### src/shared/pabo_defines.svh
// Constants for the port A/B alternate function override block.
`ifndef PABO_DEFINES_SVH
`define PABO_DEFINES_SVH
`define PABO_PORT_W       8
`define PABO_RST_BYTE     8'h00
`define PABO_RST_BIT      1'b0
`define PABO_ON           1'b1
`define PABO_B_SCK        7
`define PABO_B_MISO       6
`define PABO_B_MOSI       5
`define PABO_B_SEL        4
`define PABO_B_CMP_NEG    3
`define PABO_B_CMP_POS    2
`define PABO_B_TMR_B      1
`define PABO_B_TMR_A      0
`endif

### src/shared/pabo_pkg.sv
// Types shared by the port A/B alternate function override block.
package pabo_pkg;
	typedef logic [7:0] pabo_byte_t;
	typedef enum logic [1:0] {
		PABO_SPI_OFF,
		PABO_SPI_MASTER,
		PABO_SPI_SLAVE
	} pabo_spi_role_t;
endpackage

### src/verilog/pabo_pin_ctl.sv
// One pin's generic override resolution: pull-up, drive enable and output value.
`timescale 1ns/100ps
`default_nettype none
module pabo_pin_ctl (
	input  wire logic pu_oe,
	input  wire logic pu_ov,
	input  wire logic dir_oe,
	input  wire logic dir_ov,
	input  wire logic val_oe,
	input  wire logic val_ov,
	input  wire logic dir_bit,
	input  wire logic latch_bit,
	input  wire logic pu_off,
	output logic      drive_en,
	output logic      drive_val,
	output logic      pu_on
);
	always_comb begin
		drive_en = dir_oe ? dir_ov : dir_bit;
		drive_val = val_oe ? val_ov : latch_bit;
		// Without a pull-up override, only the exact pattern dir=0, latch=1, global off=0 enables the pull-up.
		pu_on = pu_oe ? pu_ov : (!dir_bit && latch_bit && !pu_off);
	end
endmodule // pabo_pin_ctl
`default_nettype wire

### src/verilog/pabo_top.sv
// Port A and port B alternate function override logic with registered pad controls.
`timescale 1ns/100ps
`default_nettype none
`include "pabo_defines.svh"
// Summary of operation
// - Port A pins carry multiplexed address/data byte
// - External memory overrides pull-up, direction, value
// - Port A drives during address or write
// - Drive address bit, write data bit, or both ORed
// - Pull-up only idle and latch bit one
// - Raw port A input feeds incoming data
// - Serial clock input as slave, dir bit master
// - Master-in pin input as master, dir slave
// - Master-out pin input as slave, dir master
// - Select pin input as slave, dir master
// - Slave active only while select low
// - Forced-input SPI pins keep latch pull-up
// - Bits 1, 0 feed timer count inputs
// - Bit 0 may carry timer A compare
// - Bits 2, 3 feed comparator inputs
// - Default pull-up needs dir 0, latch 1
// - Global pull-up off disables every pull-up except port A under external memory
module pabo_top (
	input  wire logic                clk,
	input  wire logic                arst_n,
	input  wire logic                ext_mem_enable,
	input  wire logic                addr_phase_active,
	input  wire logic                write_strobe,
	input  wire pabo_pkg::pabo_byte_t mem_addr_low,
	input  wire pabo_pkg::pabo_byte_t mem_data_out,
	input  wire pabo_pkg::pabo_byte_t porta_latch_bit,
	input  wire pabo_pkg::pabo_byte_t porta_dir_bit,
	input  wire pabo_pkg::pabo_byte_t porta_pin_raw_input,
	input  wire logic                global_pullup_off,
	input  wire logic                spi_enable,
	input  wire logic                spi_master,
	input  wire logic                spi_sck_out,
	input  wire logic                spi_slave_data_out,
	input  wire logic                spi_master_data_out,
	input  wire logic                timer_a_compare_en,
	input  wire logic                timer_a_compare_out,
	input  wire pabo_pkg::pabo_byte_t portb_latch_bit,
	input  wire pabo_pkg::pabo_byte_t portb_dir_bit,
	input  wire pabo_pkg::pabo_byte_t portb_pin_raw_input,
	output pabo_pkg::pabo_byte_t     porta_oe,
	output pabo_pkg::pabo_byte_t     porta_out,
	output pabo_pkg::pabo_byte_t     porta_pullup,
	output pabo_pkg::pabo_byte_t     mem_data_in,
	output pabo_pkg::pabo_byte_t     portb_oe,
	output pabo_pkg::pabo_byte_t     portb_out,
	output pabo_pkg::pabo_byte_t     portb_pullup,
	output logic                     input_en_override_en,
	output logic                     input_en_override_val,
	output logic                     spi_sck_in,
	output logic                     spi_master_data_in,
	output logic                     spi_slave_data_in,
	output logic                     spi_slave_select,
	output logic                     spi_slave_active,
	output logic                     timer_a_count_in,
	output logic                     timer_b_count_in,
	output logic                     comparator_pos_in,
	output logic                     comparator_neg_in
);
	import pabo_pkg::*;

	////////////////////////////////////////////////////////////////////////////////
	// Override values for port A.

	// Override requests for port A, one bit per pin.
	pabo_byte_t     a_pu_oe;
	pabo_byte_t     a_pu_ov;
	pabo_byte_t     a_dir_oe;
	pabo_byte_t     a_dir_ov;
	pabo_byte_t     a_val_oe;
	pabo_byte_t     a_val_ov;
	pabo_byte_t     a_drive_en;
	pabo_byte_t     a_drive_val;
	pabo_byte_t     a_pullup;
	// Override requests for port B, one bit per pin.
	pabo_byte_t     b_pu_oe;
	pabo_byte_t     b_pu_ov;
	pabo_byte_t     b_dir_oe;
	pabo_byte_t     b_dir_ov;
	pabo_byte_t     b_val_oe;
	pabo_byte_t     b_val_ov;
	pabo_byte_t     b_drive_en;
	pabo_byte_t     b_drive_val;
	pabo_byte_t     b_pullup;
	pabo_spi_role_t spi_role;
	logic           bus_busy;

	always_comb begin
		bus_busy = write_strobe || addr_phase_active;
		// Each pin n carries address/data bit n, so whole-byte operations suffice.
		a_pu_oe = {`PABO_PORT_W{ext_mem_enable}};
		a_dir_oe = {`PABO_PORT_W{ext_mem_enable}};
		a_val_oe = {`PABO_PORT_W{ext_mem_enable}};
		a_dir_ov = {`PABO_PORT_W{bus_busy}};
		a_val_ov = (mem_addr_low & {`PABO_PORT_W{addr_phase_active}})
			| (mem_data_out & {`PABO_PORT_W{write_strobe}});
		a_pu_ov = porta_latch_bit & {`PABO_PORT_W{!bus_busy}};
	end

	////////////////////////////////////////////////////////////////////////////////
	// Override values for port B.

	always_comb begin
		if (!spi_enable) begin
			spi_role = PABO_SPI_OFF;
		end else if (spi_master) begin
			spi_role = PABO_SPI_MASTER;
		end else begin
			spi_role = PABO_SPI_SLAVE;
		end
		b_pu_oe = `PABO_RST_BYTE;
		b_pu_ov = `PABO_RST_BYTE;
		b_dir_oe = `PABO_RST_BYTE;
		b_dir_ov = `PABO_RST_BYTE;
		b_val_oe = `PABO_RST_BYTE;
		b_val_ov = `PABO_RST_BYTE;
		case (spi_role)
			PABO_SPI_SLAVE: begin
				// As slave, clock, data-in and select are forced to input.
				b_dir_oe[`PABO_B_SCK] = `PABO_ON;
				b_dir_oe[`PABO_B_MOSI] = `PABO_ON;
				b_dir_oe[`PABO_B_SEL] = `PABO_ON;
				b_val_oe[`PABO_B_MISO] = `PABO_ON;
				b_val_ov[`PABO_B_MISO] = spi_slave_data_out;
			end
			PABO_SPI_MASTER: begin
				b_dir_oe[`PABO_B_MISO] = `PABO_ON;
				b_val_oe[`PABO_B_SCK] = `PABO_ON;
				b_val_ov[`PABO_B_SCK] = spi_sck_out;
				b_val_oe[`PABO_B_MOSI] = `PABO_ON;
				b_val_ov[`PABO_B_MOSI] = spi_master_data_out;
			end
			default: begin
			end
		endcase
		b_val_oe[`PABO_B_TMR_A] = timer_a_compare_en;
		b_val_ov[`PABO_B_TMR_A] = timer_a_compare_out;
		// Every direction override on port B forces an input, so the same mask hands the
		// pull-up to the latch bit whatever the direction bit says, still under the global disable.
		b_pu_oe = b_dir_oe;
		b_pu_ov = portb_latch_bit & b_dir_oe & {`PABO_PORT_W{!global_pullup_off}};
	end

	////////////////////////////////////////////////////////////////////////////////
	// Per-pin resolution.

	genvar gi;
	generate
		for (gi = 0; gi < `PABO_PORT_W; gi++) begin : g_pin
			pabo_pin_ctl u_a (
				.pu_oe     (a_pu_oe[gi]),
				.pu_ov     (a_pu_ov[gi]),
				.dir_oe    (a_dir_oe[gi]),
				.dir_ov    (a_dir_ov[gi]),
				.val_oe    (a_val_oe[gi]),
				.val_ov    (a_val_ov[gi]),
				.dir_bit   (porta_dir_bit[gi]),
				.latch_bit (porta_latch_bit[gi]),
				.pu_off    (global_pullup_off),
				.drive_en  (a_drive_en[gi]),
				.drive_val (a_drive_val[gi]),
				.pu_on     (a_pullup[gi])
			);
			pabo_pin_ctl u_b (
				.pu_oe     (b_pu_oe[gi]),
				.pu_ov     (b_pu_ov[gi]),
				.dir_oe    (b_dir_oe[gi]),
				.dir_ov    (b_dir_ov[gi]),
				.val_oe    (b_val_oe[gi]),
				.val_ov    (b_val_ov[gi]),
				.dir_bit   (portb_dir_bit[gi]),
				.latch_bit (portb_latch_bit[gi]),
				.pu_off    (global_pullup_off),
				.drive_en  (b_drive_en[gi]),
				.drive_val (b_drive_val[gi]),
				.pu_on     (b_pullup[gi])
			);
		end
	endgenerate

	////////////////////////////////////////////////////////////////////////////////
	// Registered pad controls for port A and the incoming data byte.

	pabo_byte_t next_porta_oe;
	pabo_byte_t next_porta_out;
	pabo_byte_t next_porta_pullup;
	pabo_byte_t next_mem_data_in;

	always_comb begin
		next_porta_oe = a_drive_en;
		next_porta_out = a_drive_val;
		next_porta_pullup = a_pullup;
		// One register stage only; it is not a synchroniser, so the memory side must not
		// treat this byte as safe against metastability.
		next_mem_data_in = porta_pin_raw_input;
	end

	always_ff @(posedge clk or negedge arst_n) begin
		if (!arst_n) begin
			porta_oe <= `PABO_RST_BYTE;
			porta_out <= `PABO_RST_BYTE;
			porta_pullup <= `PABO_RST_BYTE;
			mem_data_in <= `PABO_RST_BYTE;
		end else begin
			porta_oe <= next_porta_oe;
			porta_out <= next_porta_out;
			porta_pullup <= next_porta_pullup;
			mem_data_in <= next_mem_data_in;
		end
	end

	////////////////////////////////////////////////////////////////////////////////
	// Registered pad controls for port B.

	pabo_byte_t next_portb_oe;
	pabo_byte_t next_portb_out;
	pabo_byte_t next_portb_pullup;

	always_comb begin
		next_portb_oe = b_drive_en;
		next_portb_out = b_drive_val;
		next_portb_pullup = b_pullup;
	end

	always_ff @(posedge clk or negedge arst_n) begin
		if (!arst_n) begin
			portb_oe <= `PABO_RST_BYTE;
			portb_out <= `PABO_RST_BYTE;
			portb_pullup <= `PABO_RST_BYTE;
		end else begin
			portb_oe <= next_portb_oe;
			portb_out <= next_portb_out;
			portb_pullup <= next_portb_pullup;
		end
	end

	////////////////////////////////////////////////////////////////////////////////
	// Registered inputs handed to the SPI, the timers and the comparator.

	logic next_in_ov_en;
	logic next_in_ov_val;
	logic next_sck_in;
	logic next_miso_in;
	logic next_mosi_in;
	logic next_sel;
	logic next_slave_active;
	logic next_tmr_a;
	logic next_tmr_b;
	logic next_cmp_pos;
	logic next_cmp_neg;

	always_comb begin
		// No alternate function on these ports ever overrides the digital input enable.
		next_in_ov_en = `PABO_RST_BIT;
		next_in_ov_val = `PABO_RST_BIT;
		next_sck_in = portb_pin_raw_input[`PABO_B_SCK];
		next_miso_in = portb_pin_raw_input[`PABO_B_MISO];
		next_mosi_in = portb_pin_raw_input[`PABO_B_MOSI];
		next_sel = portb_pin_raw_input[`PABO_B_SEL];
		// A slave is selected only while its select pin reads low.
		next_slave_active = (spi_role == PABO_SPI_SLAVE) && !portb_pin_raw_input[`PABO_B_SEL];
		next_tmr_b = portb_pin_raw_input[`PABO_B_TMR_B];
		next_tmr_a = portb_pin_raw_input[`PABO_B_TMR_A];
		// The comparator sees the pad level; digital buffering here is a sampled copy only.
		next_cmp_pos = portb_pin_raw_input[`PABO_B_CMP_POS];
		next_cmp_neg = portb_pin_raw_input[`PABO_B_CMP_NEG];
	end

	always_ff @(posedge clk or negedge arst_n) begin
		if (!arst_n) begin
			input_en_override_en <= `PABO_RST_BIT;
			input_en_override_val <= `PABO_RST_BIT;
			spi_sck_in <= `PABO_RST_BIT;
			spi_master_data_in <= `PABO_RST_BIT;
			spi_slave_data_in <= `PABO_RST_BIT;
			spi_slave_select <= `PABO_RST_BIT;
			spi_slave_active <= `PABO_RST_BIT;
			timer_a_count_in <= `PABO_RST_BIT;
			timer_b_count_in <= `PABO_RST_BIT;
			comparator_pos_in <= `PABO_RST_BIT;
			comparator_neg_in <= `PABO_RST_BIT;
		end else begin
			input_en_override_en <= next_in_ov_en;
			input_en_override_val <= next_in_ov_val;
			spi_sck_in <= next_sck_in;
			spi_master_data_in <= next_miso_in;
			spi_slave_data_in <= next_mosi_in;
			spi_slave_select <= next_sel;
			spi_slave_active <= next_slave_active;
			timer_a_count_in <= next_tmr_a;
			timer_b_count_in <= next_tmr_b;
			comparator_pos_in <= next_cmp_pos;
			comparator_neg_in <= next_cmp_neg;
		end
	end
endmodule // pabo_top
`default_nettype wire

### config.mk
export PLATFORM = sky130hd
export DESIGN_NAME = pabo_top
export DESIGN_NICKNAME = d
export VERILOG_FILES = /design/src/shared/pabo_pkg.sv /design/src/verilog/pabo_pin_ctl.sv /design/src/verilog/pabo_top.sv
export VERILOG_INCLUDE_DIRS = /design/src /design/src/shared
export SDC_FILE = /design/constraint.sdc
export NUM_CORES = 1
export LEC_CHECK = 0
export ABC_CLOCK_PERIOD_IN_PS = 800
export BUFFER_PORTS_ARGS = -buffer_cell sky130_fd_sc_hd__buf_4
export CORE_ASPECT_RATIO = 0.7
export CORE_MARGIN = 2
export CORE_UTILIZATION = 41
export CTS_CLUSTER_SIZE = 28
export DETAILED_ROUTE_END_ITERATION = 8
export PLACE_DENSITY_LB_ADDON = 0.2
export SLEW_MARGIN = 10
export SYNTH_ARGS = -nofsm -noshare
export SYNTH_HDL_FRONTEND = slang
export SYNTH_SLANG_ARGS = --single-unit
### constraint.sdc
create_clock -name clk -period 0.8 [get_ports clk]
set_input_delay 0.12 -clock clk [delete_from_list [all_inputs] [get_ports clk]]
set_output_delay 0.12 -clock clk [all_outputs]
set_load 0.01 [all_outputs]
==> summary.md <==
| Metric | Value |
|---|---|
| CP cell instances | buf_6 |
| Synth top area share | 75.0% |
| I/O Pins | 144 |
| Post-DRT Antenna Nets | 0 |
| Drt pass-1 iters | 4 |
| RSZ-0062 raised after global routing | yes |
| Layout cells sized above 1 | 50.3% |
| Worst path max stage delay | 0.40 ns |
| GRT Util Overall | 22.7% |
| CTS sink count | 65 |
| DP Wirelength | about 3.8 mm |
| TritonCTS clock tree | built |
| Crit end category | output port |
| PD cells | 1860 nW/um2 |
| Worst Setup SP | portb_pullup[5] |
| Initial core utilization | 41.9% |
| Congestion Overflow GR | 0 |
| 1st-iter DRT viols | between 70 and 80 |
| Critical Path RT | approximately 0.68 ns |
| CTS buffer count | 9 |
| Post-Layout Cell Count | 418 |
| Row count | 22 |
| Chip Width | about 90 um |
| Leading post-synthesis cells by cell area | dfrtp_1 75%, nor2_1 4.3%, a22oi_1 2.8% |
| ANT cells | 0 |
| P&R area growth vs syn | 91.1% |
| Worst-path clk slew | 0.07 ns |
| H-tree Lvls | 3 |
| Leak | between 2 and 2.5 nW |
| Die height | 64.9 um |
| Tcrit/Tclk final | 122% |
| Critical path startpoint category | flop |
| Dpl cells | 371 |
| Drt drc | 0 |
| Final hold violation count | 0 |
| Pin count of the biggest net entering global routing | 46 |
| Crit path buf inv count | 1 |
| CP top delay family | flip-flops |
| Filler cell count | 301 |
| Seq cells post-synth | 65 |
| Reg area | 1630 um2 |
| Grt peak-use layer | met2 |
| First-pass GRT wire length | 10.1 mm |
| Gp weighted congestion | 0.753 |
| Synth unique cells | 18 |
| CP Depth | 1 |
| Worst setup margin | -0.172 ns |
| Pre-CTS WS | -0.0564 ns |
| Core Area | 5170 um2 |
| Power Total | 7.70 mW |
| Seq/Total Area, Yosys | 75.0% |
| Worst-path fanout max | 1 |
| GR Util met3 | about 8% |
| Multi-input logic area | between 400 and 500 um2 |
| GRT met1 Usage | 25.8% |
| Worst Hold Class | input port to flop |
| Post-Syn Instances | 156 |
| Netlist Area Pre-Place | 2170 um2 |
| Die area | 5900 um2 |
| Met2 Resource Use GR | 41.6% |
| IO buf count | 141 |
| Max Slew Vio Count | 0 |
| Syn avg cell area | ~14 um2 |
| Status | complete, but fails checks |
| DR vias/cell | 4.61 |
| Crit path to | portb_pullup[5] |
| VDD IR max | 1480 uV |
| End-of-flow core utilization | 80.1% |
| Max clock buf depth | 2 |
| CTS Root Cell | clkbuf_8 |
| Critical-path top delay cell | dfrtp_1 |
| Minimum clock period | 0.972 ns |
| Setup-failing EPs final | 65 |
| Wire per inst | 15.0 um |
| Max Fclk | 1030 MHz |
| Via count | 1926 |
| Arrival @ worst endpoint | 0.85 ns |
| Failing checks | setup timing |
| Number of global-route vias before repair | 2011 |
| Crit path kind | flop to output port |
| Routed WL | 6.29 mm |
| Net count, final | 418 |
| Synth area leader | dfrtp_1 |
| Max_cap viols | 0 |
| Initial antenna violation count | 0 |
| Yosys warning total | 0 |
power breakdown:
part	total (mW)	switching (mW)	internal [mW]	leakage (nW)
sequential	3.57	0.0955	3.48	0.782
clock	2.79	1.26	1.53	0.0949
combinational	1.34	0.501	0.837	1.13
synth_stat cells:
master and n:
nor2_1 25, clkbuf_1 1, nor3_1 8, nand2b_1 4, dfrtp_1 65, mux2_2 4, nor3b_1 5, o21a_1 8
and2_1 3, nor3b_4 1, a21boi_0 1, a22oi_1 8, buf_4 3, buf_2 5, a21oi_1 11, nand2_1 1
conb_1 1, buf_6 2
layout make-up:
cell class	count	area share (%)
repair buffers	184	42.3
flip-flops and latches	65	39.2
multi-input cells	81	11.4
clock buffers	10	3.32
well taps	72	2.17
clock inverters	6	1.60
how the worst min path moves through the flow:
stage	end	slack, ns	startpoint	cells past startpoint
floorplan	comparator_neg_in	-0.18	arst_n	0
CTS	porta_oe[5]	0.004	porta_dir_bit[5]	3
finish	porta_oe[7]	0.02	porta_dir_bit[7]	3
detailed placement	comparator_pos_in	0.11	arst_n	2
global placement	comparator_pos_in	0.11	arst_n	2
global route	porta_pullup[1]	0.006	porta_latch_bit[1]	2
layout by cell type (no fill, tap or decap), types with 2 or more instances in the layout:
master,netlist,layout
o21a_1,8,8
dlygate4sd3_1,0,31
clkinvlp_4,0,3
nand2b_1,4,4
a21oi_1,11,11
buf_6,2,65
buf_4,3,84
nor3b_1,5,5
nor2_1,25,25
mux2_2,4,4
and2_1,3,3
buf_12,0,4
clkbuf_8,0,10
a22oi_1,8,8
nor3_1,8,8
conb_1,1,2
dfrtp_1,65,65
state kept, by name, summed over array words and instances (netlist names), 8 cells and up:
name          count
portb_pullup      8
portb_oe          8
porta_pullup      8
mem_data_in       8
porta_oe          8
porta_out         8
portb_out         8
stage by stage:
stage | TNS, ns | cell area [um2] | hold WS [ns]
after floorplan | -0.483 | 2190 | -0.176
after global placement | -0.496 | 3390 | 0.106
after detailed placement | -0.743 | 3390 | 0.110
after CTS | -10.49 | 4150 | 0.00378
after global routing | -12.03 | 4150 | 0.00594
final | -9.54 | 4150 | 0.0166
kinds of logic after synthesis:
group / after synthesis / share of synthesized area (%)
compound gates: 28 / 8.42
buf+inv: 11 / 3.40
flops: 65 / 75.0
mux: 4 / 2.08
other cells: 1 / 0.173
simple gates: 47 / 11.0
metal layers:
metal  part of all wire [%]  vias up
li1                       -      884
met1                     39      946
met2                     53       91
met3                    7.7        5
met4                   0.65        0
met5                      0        -
timing repair:
action / CTS / global route
gates resized for setup: 65 / 0
hold buffers: 31 / 0
setup buffers: 0 / 0
endpoints found under the setup margin: 65 / 65
hold endpoints to repair: 102 / 0
cloned: 0 / 0
Power figures use the tool's default switching activity.
